==> src/cfe_params.svh <==
// Constants for the capture channel A field event flag block
// How it works
// [RULE1] Standard capture modes: flag a long field when counter reaches last line plus one.
// [RULE2] Long detection only with reset select 0; with select 1 every field is long.
// [RULE3] Standard capture modes: flag a short field when counter resets before last line.
// [RULE4] Field 2 vertical event sets its flag in standard capture or display modes.
// [RULE5] Field 1 vertical event sets its flag in standard capture or display modes.
// [RULE6] Long and short flags never set in raw, transport stream or display modes.
// [RULE7] Vertical flags never set in raw or transport stream capture modes.
// [RULE8] Flags reset to 0, read 1 after event, cleared by writing 1.
// [RULE9] Flags stay set until software clears them, whatever the cause does.
`ifndef CFE_PARAMS_SVH
`define CFE_PARAMS_SVH

// ----------------------------------------------------------------------
// Register byte offsets
// ----------------------------------------------------------------------
`define CFE_STATUS_OFS   12'h000
`define CFE_MASK_OFS     12'h004
`define CFE_CTRL_OFS     12'h008
`define CFE_LAST_OFS     12'h00C

// ----------------------------------------------------------------------
// Status and mask field positions
// ----------------------------------------------------------------------
`define CFE_VERT1_BIT    4
`define CFE_VERT2_BIT    5
`define CFE_SHORT_BIT    6
`define CFE_LONG_BIT     7
`define CFE_FLAG_LSB     4
`define CFE_FLAG_MSB     7

// ----------------------------------------------------------------------
// Control register fields
// ----------------------------------------------------------------------
`define CFE_MODE_LSB     0
`define CFE_MODE_MSB     2
`define CFE_LONG_EN_BIT  4
`define CFE_SHORT_EN_BIT 5
`define CFE_VRSEL_BIT    8

// Mode field encodings
`define CFE_MODE_BT656   3'h0
`define CFE_MODE_YC      3'h1
`define CFE_MODE_RAW     3'h2
`define CFE_MODE_STREAM  3'h3
`define CFE_MODE_DISP    3'h4

// ----------------------------------------------------------------------
// Reset values
// ----------------------------------------------------------------------
`define CFE_FLAGS_RST    4'h0
`define CFE_MASK_RST     4'h0
`define CFE_CTRL_RST     32'h0000_0002
`define CFE_LAST_RST     32'h0000_0000

`endif

==> src/cfe_pkg.sv <==
// Types and shared decode functions for the field event flag block
`include "cfe_params.svh"
package cfe_pkg;

  // Channel operating mode
  typedef enum logic [2:0] {
    CFE_BT656,
    CFE_YC,
    CFE_RAW,
    CFE_STREAM,
    CFE_DISP
  } cfe_mode_t;

  // Unknown codes fall to raw so no flag fires on a bad setting
  function automatic cfe_mode_t cfe_decode_mode(input logic [2:0] code);
    case (code)
      `CFE_MODE_BT656: cfe_decode_mode = CFE_BT656;
      `CFE_MODE_YC:    cfe_decode_mode = CFE_YC;
      `CFE_MODE_STREAM: cfe_decode_mode = CFE_STREAM;
      `CFE_MODE_DISP:  cfe_decode_mode = CFE_DISP;
      default:         cfe_decode_mode = CFE_RAW;
    endcase
  endfunction : cfe_decode_mode

  // Standard video capture modes
  function automatic logic cfe_is_std(input cfe_mode_t m);
    cfe_is_std = (m == CFE_BT656) || (m == CFE_YC);
  endfunction : cfe_is_std

  // Modes where vertical events are reported
  function automatic logic cfe_vert_ok(input cfe_mode_t m);
    cfe_vert_ok = cfe_is_std(m) || (m == CFE_DISP);
  endfunction : cfe_vert_ok

endpackage : cfe_pkg

==> src/cfe_detect.sv <==
// Field length and vertical event detection for capture channel A
`timescale 1ns/1ps
`default_nettype none
module cfe_detect #(
  parameter int LCW = 12
) (
  // Clock and reset
  input  wire logic             clk,
  input  wire logic             rst,
  // Settings
  input  wire cfe_pkg::cfe_mode_t mode,
  input  wire logic             long_en,
  input  wire logic             short_en,
  input  wire logic             reset_select,
  input  wire logic [LCW-1:0]   last_line_setting,
  // Channel timing
  input  wire logic [LCW-1:0]   line_counter,
  input  wire logic             line_counter_reset,
  input  wire logic             field_is_2,
  input  wire logic             vert_event,
  // Event pulses
  output logic                  long_ev,
  output logic                  short_ev,
  output logic                  vert1_ev,
  output logic                  vert2_ev
);
  import cfe_pkg::*;

  logic armed_q, armed_d;
  logic long_d, short_d, v1_d, v2_d;
  logic [LCW-1:0] over_line;
  logic std;

  // ----------------------------------------------------------------------
  // Next-state logic
  // ----------------------------------------------------------------------
  // Armed once per field so a stalled counter gives one long event only
  always_comb begin
    std       = cfe_is_std(mode);
    over_line = LCW'(last_line_setting + 1'b1);
    armed_d   = armed_q;
    long_d    = 1'b0;
    short_d   = 1'b0;
    if (line_counter_reset) begin
      armed_d = 1'b1;
      short_d = std && short_en && (line_counter < last_line_setting); // RULE3 RULE6
      long_d  = std && long_en && reset_select; // RULE2 RULE6
    end else if (armed_q && line_counter == over_line) begin
      armed_d = 1'b0;
      long_d  = std && long_en && !reset_select; // RULE1 RULE2 RULE6
    end
    v1_d = vert_event && !field_is_2 && cfe_vert_ok(mode); // RULE5 RULE7
    v2_d = vert_event && field_is_2 && cfe_vert_ok(mode); // RULE4 RULE7
  end

  // Registers
  always_ff @(posedge clk or posedge rst) begin
    if (rst) begin
      armed_q  <= 1'b1;
      long_ev  <= 1'b0;
      short_ev <= 1'b0;
      vert1_ev <= 1'b0;
      vert2_ev <= 1'b0;
    end else begin
      armed_q  <= armed_d;
      long_ev  <= long_d;
      short_ev <= short_d;
      vert1_ev <= v1_d;
      vert2_ev <= v2_d;
    end
  end

  // ----------------------------------------------------------------------
  // Checks
  // ----------------------------------------------------------------------
  short_field_a: assert property (@(posedge clk) disable iff (rst) // RULE3
    line_counter_reset && cfe_is_std(mode) && short_en && line_counter < last_line_setting
    |=> short_ev)
    else $error("short field not reported");
  field_unused_a: assert property (@(posedge clk) disable iff (rst) // RULE6
    !cfe_is_std($past(mode)) |-> !long_ev && !short_ev)
    else $error("field flag event outside standard capture");
  vert_unused_a: assert property (@(posedge clk) disable iff (rst) // RULE7
    ($past(mode) == CFE_RAW || $past(mode) == CFE_STREAM) |-> !vert1_ev && !vert2_ev)
    else $error("vertical event in raw or stream mode");
  always_long_a: assert property (@(posedge clk) disable iff (rst) // RULE2
    line_counter_reset && cfe_is_std(mode) && long_en && reset_select |=> long_ev)
    else $error("reset select set but long field not reported");
endmodule : cfe_detect
`default_nettype wire

==> src/cfe_top.sv <==
// APB register slave with sticky field event flags and interrupt
`timescale 1ns/1ps
`default_nettype none
`include "cfe_params.svh"
module cfe_top #(
  parameter int LCW = 12
) (
  // Clock and reset
  input  wire logic             clk,
  input  wire logic             rst,
  // APB slave
  input  wire logic             psel,
  input  wire logic             penable,
  input  wire logic             pwrite,
  input  wire logic [11:0]      paddr,
  input  wire logic [31:0]      pwdata,
  output logic [31:0]           prdata,
  output logic                  pready,
  output logic                  pslverr,
  // Capture channel timing
  input  wire logic [LCW-1:0]   line_counter,
  input  wire logic             line_counter_reset,
  input  wire logic             field_is_2,
  input  wire logic             vert_event,
  // Interrupt
  output logic                  irq
);
  import cfe_pkg::*;

  // ----------------------------------------------------------------------
  // Declarations
  // ----------------------------------------------------------------------
  logic [3:0]     status_q, status_d;
  logic [3:0]     mask_q, mask_d;
  logic [31:0]    ctrl_q, ctrl_d;
  logic [31:0]    last_q, last_d;
  logic [31:0]    prdata_d;
  logic           pready_d;
  logic           pslverr_d;
  logic           irq_d;
  logic           access;
  logic           wr_stb;
  logic           rd_stb;
  logic           hit;
  logic [3:0]     events;
  logic [3:0]     w1c;
  logic           long_ev;
  logic           short_ev;
  logic           vert1_ev;
  logic           vert2_ev;
  cfe_mode_t      mode;

  // ----------------------------------------------------------------------
  // Address decode helpers
  // ----------------------------------------------------------------------
  // Word aligned decode only; low address bits are ignored
  function automatic logic cfe_mapped(input logic [11:0] a);
    logic [11:0] w;
    w = {a[11:2], 2'b00};
    cfe_mapped = (w == `CFE_STATUS_OFS) || (w == `CFE_MASK_OFS) ||
                 (w == `CFE_CTRL_OFS) || (w == `CFE_LAST_OFS);
  endfunction : cfe_mapped

  function automatic logic cfe_is(input logic [11:0] a, input logic [11:0] ofs);
    cfe_is = ({a[11:2], 2'b00} == ofs);
  endfunction : cfe_is

  // Place the four flag bits at their status positions
  function automatic logic [31:0] cfe_flags_word(input logic [3:0] f);
    logic [31:0] v;
    v = 32'h0000_0000;
    v[`CFE_FLAG_MSB:`CFE_FLAG_LSB] = f;
    cfe_flags_word = v;
  endfunction : cfe_flags_word

  // Read mux; reserved bits read as zero
  function automatic logic [31:0] cfe_read(input logic [11:0] a,
                                           input logic [3:0]  st,
                                           input logic [3:0]  mk,
                                           input logic [31:0] ct,
                                           input logic [31:0] ll);
    logic [31:0] v;
    v = 32'h0000_0000;
    if (cfe_is(a, `CFE_STATUS_OFS)) begin
      v = cfe_flags_word(st);
    end else if (cfe_is(a, `CFE_MASK_OFS)) begin
      v = cfe_flags_word(mk);
    end else if (cfe_is(a, `CFE_CTRL_OFS)) begin
      v = ct;
    end else if (cfe_is(a, `CFE_LAST_OFS)) begin
      v = ll;
    end
    cfe_read = v;
  endfunction : cfe_read

  // ----------------------------------------------------------------------
  // Detection
  // ----------------------------------------------------------------------
  // Mode taken from the live control word so a mode change acts next cycle
  assign mode = cfe_decode_mode(ctrl_q[`CFE_MODE_MSB:`CFE_MODE_LSB]);

  cfe_detect #(
    .LCW (LCW)
  ) u_detect (
    .clk                (clk),
    .rst                (rst),
    .mode               (mode),
    .long_en            (ctrl_q[`CFE_LONG_EN_BIT]),
    .short_en           (ctrl_q[`CFE_SHORT_EN_BIT]),
    .reset_select       (ctrl_q[`CFE_VRSEL_BIT]),
    .last_line_setting  (last_q[LCW-1:0]),
    .line_counter       (line_counter),
    .line_counter_reset (line_counter_reset),
    .field_is_2         (field_is_2),
    .vert_event         (vert_event),
    .long_ev            (long_ev),
    .short_ev           (short_ev),
    .vert1_ev           (vert1_ev),
    .vert2_ev           (vert2_ev)
  );

  // Event vector in status bit order, bit 0 is status bit 4
  assign events = {long_ev, short_ev, vert2_ev, vert1_ev};

  // ----------------------------------------------------------------------
  // Bus phase decode
  // ----------------------------------------------------------------------
  // One wait state: pready rises on the second access cycle, which keeps
  // the read mux off the setup-phase address path
  always_comb begin
    access = psel && penable;
    wr_stb = access && pready && pwrite;
    rd_stb = access && !pready && !pwrite;
    hit    = cfe_mapped(paddr);
  end

  // ----------------------------------------------------------------------
  // Register next state
  // ----------------------------------------------------------------------
  // Event set wins over a same-cycle write-one clear
  always_comb begin
    status_d = status_q;
    mask_d   = mask_q;
    ctrl_d   = ctrl_q;
    last_d   = last_q;
    w1c      = 4'h0;
    if (wr_stb && cfe_is(paddr, `CFE_STATUS_OFS)) begin
      w1c = pwdata[`CFE_FLAG_MSB:`CFE_FLAG_LSB]; // RULE8
    end
    if (wr_stb && cfe_is(paddr, `CFE_MASK_OFS)) begin
      mask_d = pwdata[`CFE_FLAG_MSB:`CFE_FLAG_LSB];
    end
    if (wr_stb && cfe_is(paddr, `CFE_CTRL_OFS)) begin
      ctrl_d = 32'h0000_0000;
      ctrl_d[`CFE_MODE_MSB:`CFE_MODE_LSB] = pwdata[`CFE_MODE_MSB:`CFE_MODE_LSB];
      ctrl_d[`CFE_LONG_EN_BIT]  = pwdata[`CFE_LONG_EN_BIT];
      ctrl_d[`CFE_SHORT_EN_BIT] = pwdata[`CFE_SHORT_EN_BIT];
      ctrl_d[`CFE_VRSEL_BIT]    = pwdata[`CFE_VRSEL_BIT];
    end
    if (wr_stb && cfe_is(paddr, `CFE_LAST_OFS)) begin
      last_d = 32'h0000_0000;
      last_d[LCW-1:0] = pwdata[LCW-1:0];
    end
    status_d = (status_q & ~w1c) | events; // RULE8 RULE9
  end

  // Register storage
  always_ff @(posedge clk or posedge rst) begin
    if (rst) begin
      status_q <= `CFE_FLAGS_RST; // RULE8
      mask_q   <= `CFE_MASK_RST;
      ctrl_q   <= `CFE_CTRL_RST;
      last_q   <= `CFE_LAST_RST;
    end else begin
      status_q <= status_d;
      mask_q   <= mask_d;
      ctrl_q   <= ctrl_d;
      last_q   <= last_d;
    end
  end

  // ----------------------------------------------------------------------
  // Bus answer and interrupt
  // ----------------------------------------------------------------------
  // Unmapped addresses answer with pslverr and zero data
  always_comb begin
    pready_d  = access && !pready;
    pslverr_d = access && !pready && !hit;
    prdata_d  = 32'h0000_0000;
    if (rd_stb) begin
      prdata_d = cfe_read(paddr, status_q, mask_q, ctrl_q, last_q);
    end
    irq_d = |(status_d & mask_d);
  end

  // Outputs straight from flops
  always_ff @(posedge clk or posedge rst) begin
    if (rst) begin
      pready  <= 1'b0;
      pslverr <= 1'b0;
      prdata  <= 32'h0000_0000;
      irq     <= 1'b0;
    end else begin
      pready  <= pready_d;
      pslverr <= pslverr_d;
      prdata  <= prdata_d;
      irq     <= irq_d;
    end
  end

  // ----------------------------------------------------------------------
  // Checks
  // ----------------------------------------------------------------------
  // Flag set in the same cycle as a clear must still read set
  set_wins_a: assert property (@(posedge clk) disable iff (rst) // RULE8
    (events[3] && w1c[3]) |=> status_q[3])
    else $error("long flag lost on clear collision");

  // Flag stays set until a one is written to it
  flag_sticky_a: assert property (@(posedge clk) disable iff (rst) // RULE9
    (status_q[0] && !w1c[0]) |=> status_q[0])
    else $error("field 1 flag dropped without clear");

  // Write one clears a flag when no new event arrives
  write_clear_a: assert property (@(posedge clk) disable iff (rst) // RULE8
    (wr_stb && cfe_is(paddr, `CFE_STATUS_OFS) && pwdata[`CFE_SHORT_BIT] && !events[2])
    |=> !status_q[2])
    else $error("short flag not cleared by write one");

  // Writing zero leaves flags alone
  write_zero_a: assert property (@(posedge clk) disable iff (rst) // RULE8
    (wr_stb && cfe_is(paddr, `CFE_STATUS_OFS) && !pwdata[`CFE_VERT2_BIT] && status_q[1])
    |=> status_q[1])
    else $error("field 2 flag cleared by zero write");

  // Vertical field 2 event reaches its flag two cycles on
  vert2_flag_a: assert property (@(posedge clk) disable iff (rst) // RULE4
    (vert_event && field_is_2 && cfe_vert_ok(mode)) |-> ##2 status_q[1])
    else $error("field 2 vertical event missed");

  // Vertical field 1 event reaches its flag two cycles on
  vert1_flag_a: assert property (@(posedge clk) disable iff (rst) // RULE5
    (vert_event && !field_is_2 && cfe_vert_ok(mode)) |-> ##2 status_q[0])
    else $error("field 1 vertical event missed");

  // Long field past the last line is flagged
  long_flag_a: assert property (@(posedge clk) disable iff (rst) // RULE1
    long_ev |=> status_q[3])
    else $error("long field event not latched");

  // Interrupt follows the masked flags
  irq_level_a: assert property (@(posedge clk) disable iff (rst)
    irq == |(status_q & mask_q))
    else $error("interrupt level mismatch");

  // Every access is answered within two cycles
  bus_answer_a: assert property (@(posedge clk) disable iff (rst)
    (psel && !penable) ##1 (psel && penable) |-> ##[0:1] pready)
    else $error("bus access not answered");

  // Short field event is latched into its flag
  short_flag_a: assert property (@(posedge clk) disable iff (rst) // RULE3
    short_ev |=> status_q[2])
    else $error("short field event not latched");

  // Any flag set in the same cycle as its clear must still read set
  set_wins_all_a: assert property (@(posedge clk) disable iff (rst) // RULE8
    (|(events & w1c)) |=> ((status_q & $past(events & w1c)) == $past(events & w1c)))
    else $error("flag lost on clear collision");

  // No flag drops unless a one was written to it
  sticky_all_a: assert property (@(posedge clk) disable iff (rst) // RULE9
    (status_q & $past(status_q & ~w1c)) == $past(status_q & ~w1c))
    else $error("flag dropped without clear");

  // Write one clears the long flag when no new event arrives
  clear_long_a: assert property (@(posedge clk) disable iff (rst) // RULE8
    (wr_stb && cfe_is(paddr, `CFE_STATUS_OFS) && pwdata[`CFE_LONG_BIT] && !events[3])
    |=> !status_q[3])
    else $error("long flag not cleared by write one");

  // Error response only comes with the ready pulse
  slverr_pair_a: assert property (@(posedge clk) disable iff (rst)
    pslverr |-> pready)
    else $error("error response without ready");

  // Ready is a single-cycle pulse
  ready_pulse_a: assert property (@(posedge clk) disable iff (rst)
    pready |=> !pready)
    else $error("ready held for more than one cycle");

  // Read data stays zero outside the ready cycle
  rdata_idle_a: assert property (@(posedge clk) disable iff (rst)
    !pready |-> prdata == 32'h0000_0000)
    else $error("read data driven outside ready cycle");

  // A write to an unmapped address leaves the settings alone
  unmapped_wr_a: assert property (@(posedge clk) disable iff (rst)
    (wr_stb && !hit) |=> $stable(mask_q) && $stable(ctrl_q) && $stable(last_q))
    else $error("unmapped write changed a register");

endmodule : cfe_top
`default_nettype wire

==> config.mk <==
export PLATFORM = sky130hd
export DESIGN_NAME = cfe_top
export DESIGN_NICKNAME = d
export VERILOG_FILES = /design/src/cfe_pkg.sv /design/src/cfe_detect.sv /design/src/cfe_top.sv
export VERILOG_INCLUDE_DIRS = /design/src
export SDC_FILE = /design/constraint.sdc
export NUM_CORES = 1
export LEC_CHECK = 0
export ABC_CLOCK_PERIOD_IN_PS = 4100
export BUFFER_PORTS_ARGS = -buffer_cell sky130_fd_sc_hd__buf_2
export CAP_MARGIN = 20
export CORE_UTILIZATION = 40
export CTS_CLUSTER_DIAMETER = 150
export DETAILED_ROUTE_END_ITERATION = 6
export PLACE_DENSITY = 0.7
export SYNTH_ARGS = -nofsm -noshare
export SYNTH_HDL_FRONTEND = slang
export SYNTH_HIERARCHICAL = 1
export SYNTH_SLANG_ARGS = --single-unit
==> constraint.sdc <==
create_clock -name clk -period 4.1 [get_ports clk]
set_input_delay 0.82 -clock clk [delete_from_list [all_inputs] [get_ports clk]]
set_output_delay 0.82 -clock clk [all_outputs]
set_load 0.01 [all_outputs]
# Yosys cells after proc, flatten, opt, wreduce, memory -nomap -nowiden
# Index checks and enable logic that the tools add are counted.
# totals
ff_bits	66
out_inout_bits	35
# op_classes
n_lt_le_gt_ge	1
n_eq_ne	9
n_reduce_logical	35
bitwise	4
n_mux	13
add_sub_neg	1
# op_table
cell	n
$mux W12	5
$eq A10 B2 Y1 const B	2
$logic_and A1 B1 Y1	20
$add A12 B1 Y12 const B	1
$eq A12 B12 Y1	1
$lt A12 B12 Y1	1
$pmux W3 S4	1
$eq A10 B1 Y1 const B	1
$logic_not A10 Y1	1
$and A4 B4 Y4	2
$mux W4	2
$eq A3 B1 Y1 const B	2
$eq A3 B3 Y1 const B	2
$logic_not A3 Y1	2
$logic_not A1 Y1	5
$logic_or A1 B1 Y1	5
$mux W1	5
$not A4 Y4	1
$or A4 B4 Y4	1
$reduce_or A4 Y1	1
$eq A3 B2 Y1 const B	1
$reduce_bool A2 Y1	1

# Logic depth before layout (Yosys ltp)
# Gate-level depths: netlist of the first run.
# depth
ltp_word	10
mapped_depth	8
ltp_nobuf	8

# Modules after synthesis
# The synthesis of the first run kept the hierarchy.
# by_module_without_submodules
mod	cells_per_inst	n_inst	seq_area_each_um2	area_per_inst_um2
cfe_top	151	1	1027.2	1909.3
cfe_detect	123	1	126.4	997.2

# Worst setup path after synthesis of the first run
# No wires, ideal clock.
# synth_path
path_type	input to register
startpoint	input port line_counter[0]
endpoint	register u_detect.long_ev
arrival_time_ns	2.177
slack_ns	1.846
path_stages	7
required_ns	4.023
setup_ns	0.077
path_cell_list	inv_1 -> ha_1 -> nor4_2 -> o221ai_2 -> a41o_1 -> or3_1 -> a21oi_1
# synth_via
elab_chain_len	4
# synth_lines
element	line_no	rtl
start, declared	cfe_top.sv:21	input wire logic [LCW-1:0] line_counter,
$eq A12 B12 Y1	cfe_detect.sv:48	end else if (armed_q && line_counter == over_line) begin
$logic_and A1 B1 Y1	cfe_detect.sv:48	
$mux W1	cfe_detect.sv:48	
$mux W1	cfe_detect.sv:44	if (line_counter_reset) begin
via u_detect.long_d	cfe_detect.sv:30	logic long_d, short_d, v1_d, v2_d;
end signal, assigned	cfe_detect.sv:66	long_ev <= long_d;
end, declared	cfe_detect.sv:22	output logic long_ev,
# The timed path passes the listed nets, and every way through them passes these cells.
# A chain may end at the register's enable or synchronous reset.

# Final worst setup path of the first run
# layout_path
startpoint	register last_q[1]
endpoint	register u_detect.long_ev
# layout_via
elab_chain_len	5
# layout_lines
element	line_no	rtl
start, declared	cfe_top.sv:36	logic [31:0] last_q, last_d;
start signal, assigned	cfe_top.sv:173	last_q <= `CFE_LAST_RST;
start signal, assigned	cfe_top.sv:178	last_q <= last_d;
$add A12 B1 Y12	cfe_detect.sv:40	over_line = LCW'(last_line_setting + 1'b1);
$eq A12 B12 Y1	cfe_detect.sv:48	
$logic_and A1 B1 Y1	cfe_detect.sv:48	
$mux W1	cfe_detect.sv:48	
$mux W1	cfe_detect.sv:44	
via u_detect.long_d	cfe_detect.sv:30	
# The timed path passes the listed nets, and every way through them passes these cells.

==> results of run 1 <==
[sequential cells by signal (all words and copies together) (netlist names)]
| name | cells |
|---|---|
| u_detect/long_ev | 1 |
| prdata | 12 |
| status_q | 4 |
| pready | 1 |
| u_detect/armed_q | 1 |
| irq | 1 |
| pslverr | 1 |
| last_q | 12 |
| u_detect/vert1_ev | 1 |
| mask_q | 4 |
| u_detect/vert2_ev | 1 |
| ctrl_q | 6 |
| u_detect/short_ev | 1 |
[critical path, delay by kind of cell, from the launching register on]
| kind | cells | cell delay [ns] |
|---|---|---|
| simple gates | 2 | 0.60 |
| compound gates | 3 | 0.58 |
| flops | 1 | 0.53 |
| xor+xnor | 1 | 0.48 |
| fa+ha+maj | 1 | 0.39 |
[metal layers]
| layer | up-vias | track usage [%] |
|---|---|---|
| met5 | - | 0 |
| met1 | 1072 | 23.9 |
| li1 | 1073 | - |
| met4 | 0 | 3.73 |
| met2 | 78 | 29.5 |
| met3 | 6 | 4.74 |
[area by class of cell]
type                    count  area [um^2]  area share, %
clock inverters             1         30.0          0.908
flip-flops and latches     46         1150           34.9
clock buffers               7         86.3           2.61
multi-input cells         202         1570           47.3
inverters                  17         63.8           1.93
well taps                  96          120           3.63
repair buffers             57          288           8.70
[synthesized netlist by cell type (3+ instances only)]
library cell | n | area share (%)
sky130_fd_sc_hd__dfrtp_1 | 44 | 38
sky130_fd_sc_hd__buf_4 | 21 | 5.4
sky130_fd_sc_hd__mux2_2 | 18 | 7.0
sky130_fd_sc_hd__inv_1 | 17 | 2.2
sky130_fd_sc_hd__ha_1 | 13 | 5.6
sky130_fd_sc_hd__nor2_1 | 13 | 1.7
sky130_fd_sc_hd__nand2_1 | 12 | 1.5
sky130_fd_sc_hd__a21oi_1 | 10 | 1.7
sky130_fd_sc_hd__and4_1 | 7 | 2.1
sky130_fd_sc_hd__xnor2_1 | 7 | 2.1
sky130_fd_sc_hd__and3_1 | 6 | 1.3
sky130_fd_sc_hd__mux2i_1 | 6 | 2.1
sky130_fd_sc_hd__o211ai_1 | 6 | 1.5
sky130_fd_sc_hd__nor2b_1 | 5 | 1.1
sky130_fd_sc_hd__nor3_1 | 5 | 0.86
sky130_fd_sc_hd__and2_1 | 4 | 0.86
sky130_fd_sc_hd__mux2_1 | 4 | 1.5
sky130_fd_sc_hd__o211a_1 | 4 | 1.4
sky130_fd_sc_hd__buf_2 | 3 | 0.52
sky130_fd_sc_hd__nand2b_1 | 3 | 0.65
sky130_fd_sc_hd__nand3_1 | 3 | 0.52
sky130_fd_sc_hd__nor3b_1 | 3 | 0.77
sky130_fd_sc_hd__o21a_1 | 3 | 0.77
sky130_fd_sc_hd__o21ai_0 | 3 | 0.52
sky130_fd_sc_hd__o22a_1 | 3 | 0.90
sky130_fd_sc_hd__xor2_1 | 3 | 0.90
[metrics by stage]
step | hold slack (ns) | cells | setup WS (ns)
after global routing | 0.418 | 426 | 1.23
after global placement | 0.507 | 418 | 1.45
after detailed placement | 0.515 | 418 | 1.39
after floorplan | 0.483 | 293 | 1.85
final | 0.424 | 426 | 1.44
after CTS | 0.418 | 426 | 1.44
[logic make-up after synthesis]
group,after synthesis
muxes,28
and+or+nand+nor,84
DFF,46
xor gates and xnor gates,11
buffers and inverters,45
other,1
AOI/OAI and AO/OA,46
adders and majority gates,13
[how the worst max path moves through the flow]
stage | start | endpoint | slack [ns] | depth (start not counted)
floorplan | line_counter[0] | u_detect/long_ev$_DFF_PP0_ | 1.85 | 7
global placement | paddr[5] | last_q[0]$_DFFE_PP0P_ | 1.45 | 5
detailed placement | paddr[9] | last_q[7]$_DFFE_PP0P_ | 1.39 | 5
CTS | last_q[1]$_DFFE_PP0P_ | u_detect/long_ev$_DFF_PP0_ | 1.44 | 7
global route | last_q[1]$_DFFE_PP0P_ | u_detect/long_ev$_DFF_PP0_ | 1.23 | 7
finish | last_q[1]$_DFFE_PP0P_ | u_detect/long_ev$_DFF_PP0_ | 1.44 | 7
[power by group through the flow]
| stage | Combinational, mW | Clock, mW | Sequential (mW) |
|---|---|---|---|
| 5_1_grt | 0.101 | 0.378 | 0.458 |
| 4_1_cts | 0.0899 | 0.356 | 0.457 |
| 3_5_place_dp | 0.0898 | 0 | 0.466 |
| 6_report | 0.0887 | 0.347 | 0.457 |
| 3_3_place_gp | 0.0870 | 0 | 0.466 |
| 2_1_floorplan | 0.0625 | 0 | 0.466 |
==> qor_table.md, run 1 <==
| Group | Item | Value |
|---|---|---|
| routing | Wire length on met1 | 2910 um |
| timing | Final-report max-slew violation count | 0 |
| cells and area | P&R area growth vs syn | 13.8% |
| floorplan | Row cnt | 30 |
| timing | Minimum clock period | 2.66 ns |
| floorplan | I/O pin count | 99 |
| routing | Met2 wirelength from detailed routing | 3000 um |
| cells and area | Diode count | 0 |
| timing | Worst-Margin Slew | 0.620 ns |
| timing | Final-layout setup total negative slack | 0 ns |
| global routing | Initial antenna violation count | 0 |
| global routing | Maximum number of pins on one net before global-route repair | 35 |
| setup path | CP max FO | 10 |
| pwr | Leak | 1.63 nW |
| setup path | Reg2Reg Setup Slack | 1.44 ns |
| clock tree | Clock tree from TritonCTS | built |
| clock tree | Maximum buffer depth of the clock tree | 2 |
| clock tree | # resized after CTS | 0 |
| pwr | Share of total power in the clock network | 38.9% |
| global routing | Leftover overflow at the end of global routing | 0 |
| hold path | Hold crit path type | in -> async |
| cells and area | Commonest non-fill, non-tap cells in the layout | 56 x sky130_fd_sc_hd__buf_2, 44 x sky130_fd_sc_hd__dfrtp_1, 20 x sky130_fd_sc_hd__conb_1, 18 x sky130_fd_sc_hd__mux2_2, 17 x sky130_fd_sc_hd__inv_1 |
| pwr | Internal power summed over all cells | 689 uW |
| synthesis | Seq/Total Area, Yosys | 39.7% |
| synthesis | Post-Synth XOR/XNOR Area | 3.83% |
| routing | Detailed-route vias per instance | 5.23 |
| clock tree | Insertion delay of the later-clocked pin in the worst-skew pair | 0.30 ns |
| floorplan | Vert. Die Dim | 87.2 um |
| routing | Metal3 WL | 372 um |
| synthesis | Prevailing post-synth register cell | sky130_fd_sc_hd__dfrtp_1 |
| placed design | Routability Congestion | 0.829 |
| timing | Final number of hold-violating endpoints | 0 |
| routing | Final wirelength | 6340 um |
| synthesis | Synthesis Warnings | 6 |
| floorplan | CORE AREA | 6910 um^2 |
| pwr | Part of the power in registers | 51.2% |
| timing | Final clock period utilization by the worst path | 65.0% |
| routing | Residual DRC count | 0 |
| synthesis | EDFF count, synth | 0 |
| synthesis | Number of synthesized register bits | 46 |
| setup path | Category of the worst setup path capture point | flop |
| synthesis | Mux cell area share after synthesis | 10.6% |
| routing | DR vias | 2,229 |
| timing | Fmax | 375 MHz |
| clock tree | Count of hold-fix buffers inserted at cts | 0 |
| setup path | Reg2reg end | u_detect/long_ev$_DFF_PP0_ |
| clock tree | Number of buffers created by CTS | 5 |
| setup path | Slowest stage delay, CP | 0.53 ns |
| setup path | Cell with the largest stage delay on the worst path | sky130_fd_sc_hd__dfrtp_1 |
| timing | Setup repair after global routing missed its margin | no |
| synthesis | Combinational family with the most area after synthesis | simple AND/OR/NAND/NOR gates |
| pwr | Power after layout | 893 uW |
| clock tree | Root Buffer | sky130_fd_sc_hd__clkbuf_8 |
| setup path | R2r worst-path depth | 7 |
| clock tree | Maximum level of the CTS H-tree | 2 |
| setup path | Start-to-end type of the worst setup path | reg -> reg |
| cells and area | Most common cell after layout, fill and taps aside | sky130_fd_sc_hd__buf_2 |
| setup path | Launch instance of the worst register-to-register path | last_q[1]$_DFFE_PP0P_ |
| setup path | Worst Path Arrival | 2.88 ns |
| cells and area | Fraction of final layout cells with drive strength greater than 1 | 29.4% |
| global routing | Number of global-route vias before repair | 2,256 |
| placed design | Port Buf Inserts | 56 |
| timing | Total of endpoints with negative setup slack in the final report | 0 |
| pwr | PD cells | 270 nW/um^2 |
| pwr | Switching part of the total | 22.8% |
| cells and area | Post-layout net count | 406 |
| clock tree | Post-CTS setup buffer count | 0 |
| floorplan | X dimension of the die | 87.2 um |
| routing | Drt pass-1 iters | 4 |
| synthesis | Simple logic cell fraction of the synthesized area | 19.1% |
| clock tree | Clock transition at the registers of the reported paths | 0.08 ns |
| placed design | Dpl cell area | 3190 um^2 |
| synthesis | Number of distinct standard cells referenced by the synthesized netlist | 62 |
| cells and area | Final design utilization | 47.9% |
| placed design | HPWL after DPL | 4880 um |
| routing | Remaining antenna violation count | 0 |
| run | Maximum Capacitance Violations | 0 |
| routing | Number of DRC markers after the initial detailed-route iteration | 161 |
| floorplan | Starting density of the core | 42.1% |
| timing | Worst slew margin relative to its limit | 58.3% |
| setup path | Data required time of the worst path | 4.31 ns |
| cells and area | Area of all placed cells without fillers | 3310 um^2 |
| synthesis | Netlist area before placement | 2910 um^2 |
| synthesis | Gate count of the mapped netlist | 274 |
| routing | Avg WL per Cell | 14.9 um |
| floorplan | Overall die area | 7610 um^2 |
| clock tree | Sinks on Clock Net | 46 |
| pwr | Switching pwr | 204 uW |
| routing | Uppermost metal layer occupied by signal nets | met4 |
| synthesis | Fraction of the mapped netlist area in adder cells | 5.60% |
| synthesis | Average cell area after synthesis | 10.6 um^2 |
| timing | Clock skew after layout | 0.00656 ns |
| setup path | Worst path cell trace | ha_1, xor3_1, nor4_2, o221ai_2, a41o_1, or3_1, a21oi_1 |
| global routing | Global routing usage summed across all routing layers | 18.0% |
| pwr | Combinational share of power | 9.9% |
| synthesis | Share of the synthesized area in compound gates (AO/OA/AOI/OAI) | 12.1% |
| status | Run status | finished, final reports clean |
| setup path | Category of the worst setup path launch point | flop |
| cells and area | Filler cell count | 676 |
| global routing | Wire length of the first global-routing pass | 10,500 um |
| synthesis | Share of flip-flops with an asynchronous set or reset after synthesis | 100% |
| pwr | Worst voltage drop across the vdd grid | 0.153 mV |
Note: power is estimated with default switching activity, not from simulation.
==> run 2, diff against run 1 <==
- ABC_AREA: not set -> 1
- ABC_CLOCK_PERIOD_IN_PS: 4100 -> 2160
- PLACE_DENSITY: 0.7 -> 0.72
- clock period: 4.1 -> 2.16 ns (I/O delays scaled with it)
==> qor_table.md, run 2 <==
| Group | Item | Value | Change |
|---|---|---|---|
| clock tree | Maximum buffer depth of the clock tree | 2 | unchanged |
| setup path | CP max FO | 5 | was 10 |
| clock tree | # resized after CTS | 0 | unchanged |
| global routing | Met2 track demand over resource | 30.2% | was 29.5% |
| status | Run status | finished, final reports clean | unchanged |
| placed design | Port Buf Inserts | 56 | unchanged |
| floorplan | X dimension of the die | 89.6 um | was 87.2 um |
| pwr | PD cells | 528 nW/um^2 | was 270 nW/um^2 |
| pwr | Leak | 1.78 nW | was 1.63 nW |
| pwr | Part of the power in registers | 47.1% | was 51.2% |
| synthesis | Prevailing post-synth register cell | sky130_fd_sc_hd__dfrtp_1 | unchanged |
| synthesis | Post-synth top area cell | sky130_fd_sc_hd__dfrtp_1 | unchanged |
| synthesis | Most used standard cell by instance count after synthesis | sky130_fd_sc_hd__nand2_1 | was sky130_fd_sc_hd__dfrtp_1 |
| global routing | Leftover overflow at the end of global routing | 0 | unchanged |
| global routing | Maximum number of pins on one net before global-route repair | 42 | was 35 |
| pwr | Switching part of the total | 22.9% | was 22.8% |
| pwr | Share of total power in the clock network | 43.2% | was 38.9% |
| cells and area | Largest registers | last_q: 12 flops, prdata: 12 flops, ctrl_q: 6 flops | unchanged |
| setup path | Start-to-end type of the worst setup path | reg -> reg | unchanged |
| pwr | Worst voltage drop across the vdd grid | 0.248 mV | was 0.153 mV |
| pwr | Combinational share of power | 9.7% | was 9.9% |
| floorplan | I/O pin count | 99 | unchanged |
| synthesis | Share of flip-flops with an asynchronous set or reset after synthesis | 100% | unchanged |
| cells and area | Most common cell after layout, fill and taps aside | sky130_fd_sc_hd__nand2_1 | was sky130_fd_sc_hd__buf_2 |
| routing | Residual DRC count | 0 | unchanged |
| clock tree | Post-CTS setup buffer count | 0 | unchanged |
| placed design | Post-placement cell count | 551 | was 418 |
| routing | Avg WL per Cell | 11.8 um | was 14.9 um |
| setup path | Cell with the largest stage delay on the worst path | sky130_fd_sc_hd__dfrtp_1 | unchanged |
| timing | Final clock period utilization by the worst path | 79.7% | was 65.0% |
| synthesis | Synth top cells by count | 122 x sky130_fd_sc_hd__nand2_1, 55 x sky130_fd_sc_hd__inv_1, 44 x sky130_fd_sc_hd__dfrtp_1 | was 44 x sky130_fd_sc_hd__dfrtp_1, 21 x sky130_fd_sc_hd__buf_4, 18 x sky130_fd_sc_hd__mux2_2 |
| synthesis | Number of distinct standard cells referenced by the synthesized netlist | 37 | was 62 |
| synthesis | Ranking of synthesized cells by area | sky130_fd_sc_hd__dfrtp_1 36%, sky130_fd_sc_hd__nand2_1 15%, sky130_fd_sc_hd__inv_1 6.7% | was sky130_fd_sc_hd__dfrtp_1 38%, sky130_fd_sc_hd__mux2_2 7.0%, sky130_fd_sc_hd__ha_1 5.6% |
| synthesis | Proportion of netlist area held by the largest area contributor | 35.9% | was 37.9% |
| floorplan | Overall die area | 8020 um^2 | was 7610 um^2 |
| hold path | Hold crit path type | in -> async | unchanged |
| timing | Final-layout setup total negative slack | 0 ns | unchanged |
| routing | Remaining antenna violation count | 0 | unchanged |
| cells and area | Fraction of final layout cells with drive strength greater than 1 | 24.8% | was 29.4% |
| timing | Final-report max-slew violation count | 0 | unchanged |
| setup path | Gate family responsible for the most delay along the worst path | simple AND/OR/NAND/NOR gates | unchanged |
| cells and area | Diode count | 0 | unchanged |
| timing | Total of endpoints with negative setup slack in the final report | 0 | unchanged |
| global routing | Initial antenna violation count | 0 | unchanged |
| clock tree | Root Buffer | sky130_fd_sc_hd__clkbuf_8 | unchanged |
| timing | Final number of hold-violating endpoints | 0 | unchanged |
| synthesis | EDFF count, synth | 0 | unchanged |
| routing | Final wirelength | 6610 um | was 6340 um |
| global routing | Number of global-route vias before repair | 2,405 | was 2,256 |
| cells and area | P&R area growth vs syn | 13.6% | was 13.8% |
| clock tree | Maximum level of the CTS H-tree | 2 | unchanged |
| clock tree | Insertion delay of the later-clocked pin in the worst-skew pair | 0.30 ns | about the same |
| global routing | Wire length of the first global-routing pass | 10,600 um | was 10,500 um |
| cells and area | Commonest non-fill, non-tap cells in the layout | 122 x sky130_fd_sc_hd__nand2_1, 56 x sky130_fd_sc_hd__buf_2, 55 x sky130_fd_sc_hd__inv_1, 44 x sky130_fd_sc_hd__dfrtp_1, 28 x sky130_fd_sc_hd__nor2_1 | was 56 x sky130_fd_sc_hd__buf_2, 44 x sky130_fd_sc_hd__dfrtp_1, 20 x sky130_fd_sc_hd__conb_1, 18 x sky130_fd_sc_hd__mux2_2, 17 x sky130_fd_sc_hd__inv_1 |
| setup path | Worst path cell trace | ha_1, nand3_2, nor2_2, nand2_1, nand3_1, nand2_1, nor2_1, nand4_1, a21oi_1 | was ha_1, xor3_1, nor4_2, o221ai_2, a41o_1, or3_1, a21oi_1 |
| placed design | Routability Congestion | 0.824 | was 0.829 |
| global routing | Most crowded layer after global routing | met2 | unchanged |
| setup path | Crit path top cell by count | sky130_fd_sc_hd__nand2_1 |  |
| clock tree | Sinks on Clock Net | 46 | unchanged |
| routing | Drt pass-1 iters | 4 | unchanged |
| synthesis | Number of synthesized register bits | 46 | unchanged |
| floorplan | Row cnt | 31 | was 30 |
| pwr | Power after layout | 1.84 mW | was 893 uW |
| setup path | Data required time of the worst path | 2.38 ns | was 4.31 ns |
| setup path | Total buffers and inverters traversed by the critical path | 0 | unchanged |
| clock tree | Clock transition at the registers of the reported paths | 0.09 ns | was 0.08 ns |
| setup path | Slowest stage delay, CP | 0.46 ns | was 0.53 ns |
| setup path | Category of the worst setup path capture point | flop | unchanged |
| clock tree | Count of hold-fix buffers inserted at cts | 0 | unchanged |
| timing | Setup repair after global routing missed its margin | no | unchanged |
| setup path | Worst Path Arrival | 1.95 ns | was 2.88 ns |
| timing | Post-route worst hold slack | 0.0354 ns | was 0.424 ns |
| floorplan | CORE AREA | 7330 um^2 | was 6910 um^2 |
| routing | Detailed-route vias per instance | 4.75 | was 5.23 |
| timing | Smallest setup slack after layout | 0.438 ns | was 1.44 ns |
| timing | Minimum clock period | 1.72 ns | was 2.66 ns |
| placed design | Setup Slack @ Placement | 0.407 ns | was 1.39 ns |
| timing | Clock skew after layout | 0.00838 ns | was 0.00656 ns |
| timing | Worst-Margin Slew | 0.511 ns | was 0.620 ns |
| synthesis | Gate count of the mapped netlist | 400 | was 274 |
| run | Maximum Capacitance Violations | 0 | unchanged |
| routing | DR vias | 2,655 | was 2,229 |
| synthesis | Average cell area after synthesis | 7.67 um^2 | was 10.6 um^2 |
| timing | Fmax | 581 MHz | was 375 MHz |
| timing | Worst slew margin relative to its limit | 65.9% | was 58.3% |
| clock tree | Number of buffers created by CTS | 5 | unchanged |
| synthesis | Netlist area before placement | 3070 um^2 | was 2910 um^2 |
| floorplan | Starting density of the core | 41.8% | was 42.1% |
| clock tree | Clock tree from TritonCTS | built | unchanged |
| cells and area | Post-layout net count | 536 | was 406 |
| pwr | Internal power summed over all cells | 1.42 mW | was 689 uW |
| synthesis | Synthesis Warnings | 6 | unchanged |
| routing | Number of DRC markers after the initial detailed-route iteration | 138 | was 161 |
| synthesis | Seq/Total Area, Yosys | 37.6% | was 39.7% |
| global routing | Global routing usage summed across all routing layers | 17.5% | was 18.0% |
| placed design | HPWL after DPL | 5190 um | was 4880 um |
| pwr | Switching pwr | 421 uW | was 204 uW |
| global routing | Met3 usage | 3.51% | was 4.74% |
| global routing | Met1 GRT Util | 21.5% | was 23.9% |
| floorplan | Vert. Die Dim | 89.6 um | was 87.2 um |
| cells and area | Final cell count without fillers | 559 | was 426 |
| setup path | Category of the worst setup path launch point | flop | unchanged |
[run 2: power by group through the flow]
stage	registers (mW)	clock network (mW)	logic, mW
final	0.867	0.795	0.179
after global routing	0.868	0.836	0.207
after CTS	0.867	0.809	0.180
after detailed placement	0.884	0	0.179
after global placement	0.884	0	0.175
after floorplan	0.885	0	0.132
[run 2: layer usage]
metal	up-vias	share of wire, %
li1	1331	-
met1	1242	43
met2	71	50
met3	11	5.4
met4	0	1.5
met5	-	0
[run 2: final cells by class]
| cell class | count | area (um^2) |
|---|---|---|
| Timing Repair Buffer | 59 | 303 |
| Multi-Input combinational cell | 289 | 1540 |
| Inverter | 58 | 218 |
| Sequential cell | 46 | 1150 |
| Clock inverter | 2 | 60.1 |
| Tap cell | 99 | 124 |
| Fill cell | 728 | 3850 |
| Clock buffer | 6 | 82.6 |
[run 2: stage by stage]
stage	instance area, um^2	utilization [%]
floorplan	3140	-
global placement	3340	45.6
detailed placement	3340	45.6
CTS	3480	47.5
global route	3480	47.5
finish	3480	47.5
[run 2: kinds of logic after synthesis]
family	after synthesis	synth area share [%]
buffers and inverters	84	14.4
flip-flops	46	37.6
AND/OR/NAND/NOR	209	31.7
other	1	0.122
XOR/XNOR	5	1.43
AO/OA/AOI/OAI	42	9.38
adder cells (fa/ha/maj)	13	5.30
[run 2: worst paths after layout]
kind	start	to	slack, ns	cells past startpoint
max	last_q[0]$_DFFE_PP0P_	u_detect/long_ev$_DFF_PP0_	0.44	9
min	rst	u_detect/vert1_ev$_DFF_PP0_	0.04	2
max reg2reg	last_q[0]$_DFFE_PP0P_	u_detect/long_ev$_DFF_PP0_	0.44	9
min reg2reg	u_detect/vert2_ev$_DFF_PP0_	status_q[1]$_DFF_PP0_	0.46	2
max in group asynchronous	rst	prdata[3]$_DFF_PP0_	1.55	3
min in group clk	field_is_2	u_detect/vert1_ev$_DFF_PP0_	0.28	2
==> run 3, diff against run 2 <==
- ABC_CLOCK_PERIOD_IN_PS: 2160 -> 1530
- clock period: 2.16 -> 1.53 ns (I/O delays scaled with it)
==> qor_table.md, run 3 (same netlist as run 2, synthesis figures left out) <==
| Group | Item | Value | Change |
|---|---|---|---|
| placed design | Setup Slack @ Placement | -0.0818 ns | was 0.407 ns |
| placed design | HPWL after DPL | 5320 um | was 5190 um |
| routing | Remaining antenna violation count | 0 | unchanged |
| placed design | Post-placement cell count | 572 | was 551 |
| global routing | Maximum number of pins on one net before global-route repair | 42 | unchanged |
| setup path | Data required time of the worst path | 1.77 ns | was 2.38 ns |
| routing | Final wirelength | 6630 um | was 6610 um |
| cells and area | Fraction of final layout cells with drive strength greater than 1 | 29.1% | was 24.8% |
| routing | Detailed-route vias per instance | 4.61 | was 4.75 |
| clock tree | Insertion delay of the later-clocked pin in the worst-skew pair | 0.30 ns | about the same |
| cells and area | Diode count | 0 | unchanged |
| clock tree | Maximum buffer depth of the clock tree | 2 | unchanged |
| timing | Fmax | 607 MHz | was 581 MHz |
| status | Violated checks | negative setup slack |  |
| clock tree | Sinks on Clock Net | 46 | unchanged |
| floorplan | Overall die area | 8020 um^2 | unchanged |
| status | Run status | complete, but fails checks | was finished, final reports clean |
| timing | Clock skew after layout | 0.00652 ns | was 0.00838 ns |
| cells and area | Largest registers | last_q: 12 flops, prdata: 12 flops, ctrl_q: 6 flops | unchanged |
| setup path | Total buffers and inverters traversed by the critical path | 2 | was 0 |
| setup path | Crit path top cell by count | sky130_fd_sc_hd__nand2_1 | unchanged |
| timing | Final-report max-slew violation count | 0 | unchanged |
| pwr | Worst voltage drop across the vdd grid | 0.318 mV | was 0.248 mV |
| floorplan | Starting density of the core | 41.8% | unchanged |
| cells and area | Post-layout net count | 561 | was 536 |
| floorplan | I/O pin count | 99 | unchanged |
| routing | Number of DRC markers after the initial detailed-route iteration | 164 | was 138 |
| timing | Post-route worst hold slack | 0.173 ns | was 0.0354 ns |
| routing | Avg WL per Cell | 11.4 um | was 11.8 um |
| setup path | Start-to-end type of the worst setup path | reg -> reg | unchanged |
| setup path | Slowest stage delay, CP | 0.38 ns | was 0.46 ns |
| placed design | Routability Congestion | 0.875 | was 0.824 |
| clock tree | Clock tree from TritonCTS | built | unchanged |
| routing | Residual DRC count | 0 | unchanged |
| clock tree | Number of buffers created by CTS | 5 | unchanged |
| cells and area | Area taken by flip-flops and latches | 1150 um^2 | unchanged |
| cells and area | Filler cell count | 705 | was 728 |
| pwr | Leak | 1.89 nW | was 1.78 nW |
| cells and area | Most common cell after layout, fill and taps aside | sky130_fd_sc_hd__nand2_1 | unchanged |
| cells and area | Commonest non-fill, non-tap cells in the layout | 121 x sky130_fd_sc_hd__nand2_1, 56 x sky130_fd_sc_hd__buf_2, 55 x sky130_fd_sc_hd__inv_1, 44 x sky130_fd_sc_hd__dfrtp_1, 27 x sky130_fd_sc_hd__nor2_1 | was 122 x sky130_fd_sc_hd__nand2_1, 56 x sky130_fd_sc_hd__buf_2, 55 x sky130_fd_sc_hd__inv_1, 44 x sky130_fd_sc_hd__dfrtp_1, 28 x sky130_fd_sc_hd__nor2_1 |
| floorplan | CORE AREA | 7330 um^2 | unchanged |
| clock tree | Maximum level of the CTS H-tree | 2 | unchanged |
| routing | Drt pass-1 iters | 5 | was 4 |
| timing | Final clock period utilization by the worst path | 108% | was 79.7% |
| global routing | Leftover overflow at the end of global routing | 0 | unchanged |
| floorplan | X dimension of the die | 89.6 um | unchanged |
| setup path | Category of the worst setup path capture point | flop | unchanged |
| cells and area | P&R area growth vs syn | 19.2% | was 13.6% |
| setup path | Category of the worst setup path launch point | flop | unchanged |
| setup path | Worst Path Arrival | 1.88 ns | was 1.95 ns |
| global routing | Number of global-route vias before repair | 2,412 | was 2,405 |
| setup path | CP max FO | 4 | was 5 |
| global routing | Global routing usage summed across all routing layers | 17.3% | was 17.5% |
| run | Maximum Capacitance Violations | 0 | unchanged |
| floorplan | Vert. Die Dim | 89.6 um | unchanged |
| global routing | Initial antenna violation count | 0 | unchanged |
| global routing | Wire length of the first global-routing pass | 10,500 um | was 10,600 um |
| pwr | PD cells | 610 nW/um^2 | was 528 nW/um^2 |
| timing | Setup repair after global routing missed its margin | yes | was no |
| cells and area | Final cell count without fillers | 584 | was 559 |
| routing | DR vias | 2,695 | was 2,655 |
| pwr | Power after layout | 2.23 mW | was 1.84 mW |
| cells and area | Multi-input combinational cell area | 1570 um^2 | was 1540 um^2 |
| setup path | Gate family responsible for the most delay along the worst path | simple AND/OR/NAND/NOR gates | unchanged |
| clock tree | Clock transition at the registers of the reported paths | 0.09 ns | about the same |
| clock tree | Root Buffer | sky130_fd_sc_hd__clkbuf_8 | unchanged |
| setup path | Cell with the largest stage delay on the worst path | sky130_fd_sc_hd__dfrtp_1 | unchanged |
| timing | Final number of hold-violating endpoints | 0 | unchanged |
| placed design | Port Buf Inserts | 56 | unchanged |
| timing | Minimum clock period | 1.65 ns | was 1.72 ns |
| timing | Smallest setup slack after layout | -0.118 ns | was 0.438 ns |
| setup path | Worst path cell trace | ha_1, nand3_4, inv_1, nand2_1, nand2_1, nand2_1, inv_1, nand3_1, nor2_2, nand4_1, a21oi_2 | was ha_1, nand3_2, nor2_2, nand2_1, nand3_1, nand2_1, nor2_1, nand4_1, a21oi_1 |
| floorplan | Row cnt | 31 | unchanged |
| timing | Total of endpoints with negative setup slack in the final report | 3 | was 0 |
| hold path | Hold crit path type | in -> reg | was in -> async |
-- run 3: repair_timing --
item,CTS,global route
pin swaps,1,3
resized for setup,0,6
buffers inserted,0,3
setup endpoints to repair,3,4
hold endpoints to repair,4,0
hold buffers,1,0
-- run 3: final cells by class --
type,instances,area share (%)
Clock buffer,6,1.99
Clock inverter,2,0.377
Inverter,58,5.96
Multi-Input combinational cell,289,42.9
Sequential cell,46,31.6
Tap cell,99,3.39
Timing Repair Buffer,84,13.8
-- run 3: per-layer routing --
metal	part of all wire, %	vias up	track usage, %
met5	0	-	0
met4	1.2	0	6.35
met3	5.5	6	3.32
met2	51	77	29.9
met1	42	1233	21.4
li1	-	1379	-
-- run 3: worst reg2reg max path: stages, from the launching register on --
cell	delay, ns
sky130_fd_sc_hd__dfrtp_1	0.38
sky130_fd_sc_hd__ha_1	0.26
sky130_fd_sc_hd__nand3_4	0.13
sky130_fd_sc_hd__inv_1	0.13
sky130_fd_sc_hd__nand2_1	0.06
sky130_fd_sc_hd__nand2_1	0.05
sky130_fd_sc_hd__nand2_1	0.04
sky130_fd_sc_hd__inv_1	0.04
sky130_fd_sc_hd__nand3_1	0.09
sky130_fd_sc_hd__nor2_2	0.13
sky130_fd_sc_hd__nand4_1	0.12
sky130_fd_sc_hd__a21oi_2	0.15
-- run 3: report_power, final --
part / leakage (nW) / internal (mW) / switching [mW]
registers: 0.611 / 1.22 / 0.00335
logic: 1.24 / 0.102 / 0.169
clock network: 0.0452 / 0.323 / 0.410
total: 1.89 / 1.65 / 0.582
-- run 3: per-stage QoR --
step	TNS, ns	util [%]	area, um^2
after floorplan	0	-	3140
after global placement	-0.703	47.9	3510
after detailed placement	-1.27	47.9	3510
after CTS	-0.156	49.2	3610
after global routing	-0.566	49.9	3650
final	-0.186	49.9	3650
-- run 3: path summary, 6_finish.rpt --
check	from	endpoint	slack, ns	cells after the start
setup / recovery	last_q[0]$_DFFE_PP0P_	u_detect/long_ev$_DFF_PP0_	-0.12	11
hold / removal	field_is_2	u_detect/vert1_ev$_DFF_PP0_	0.17	2
setup reg to reg	last_q[0]$_DFFE_PP0P_	u_detect/long_ev$_DFF_PP0_	-0.12	11
hold reg to reg	u_detect/vert2_ev$_DFF_PP0_	status_q[1]$_DFF_PP0_	0.46	2
min in group asynchronous	rst	u_detect/long_ev$_DFF_PP0_	0.47	3
max in group asynchronous	rst	ctrl_q[1]$_DFFE_PP1P_	0.67	4
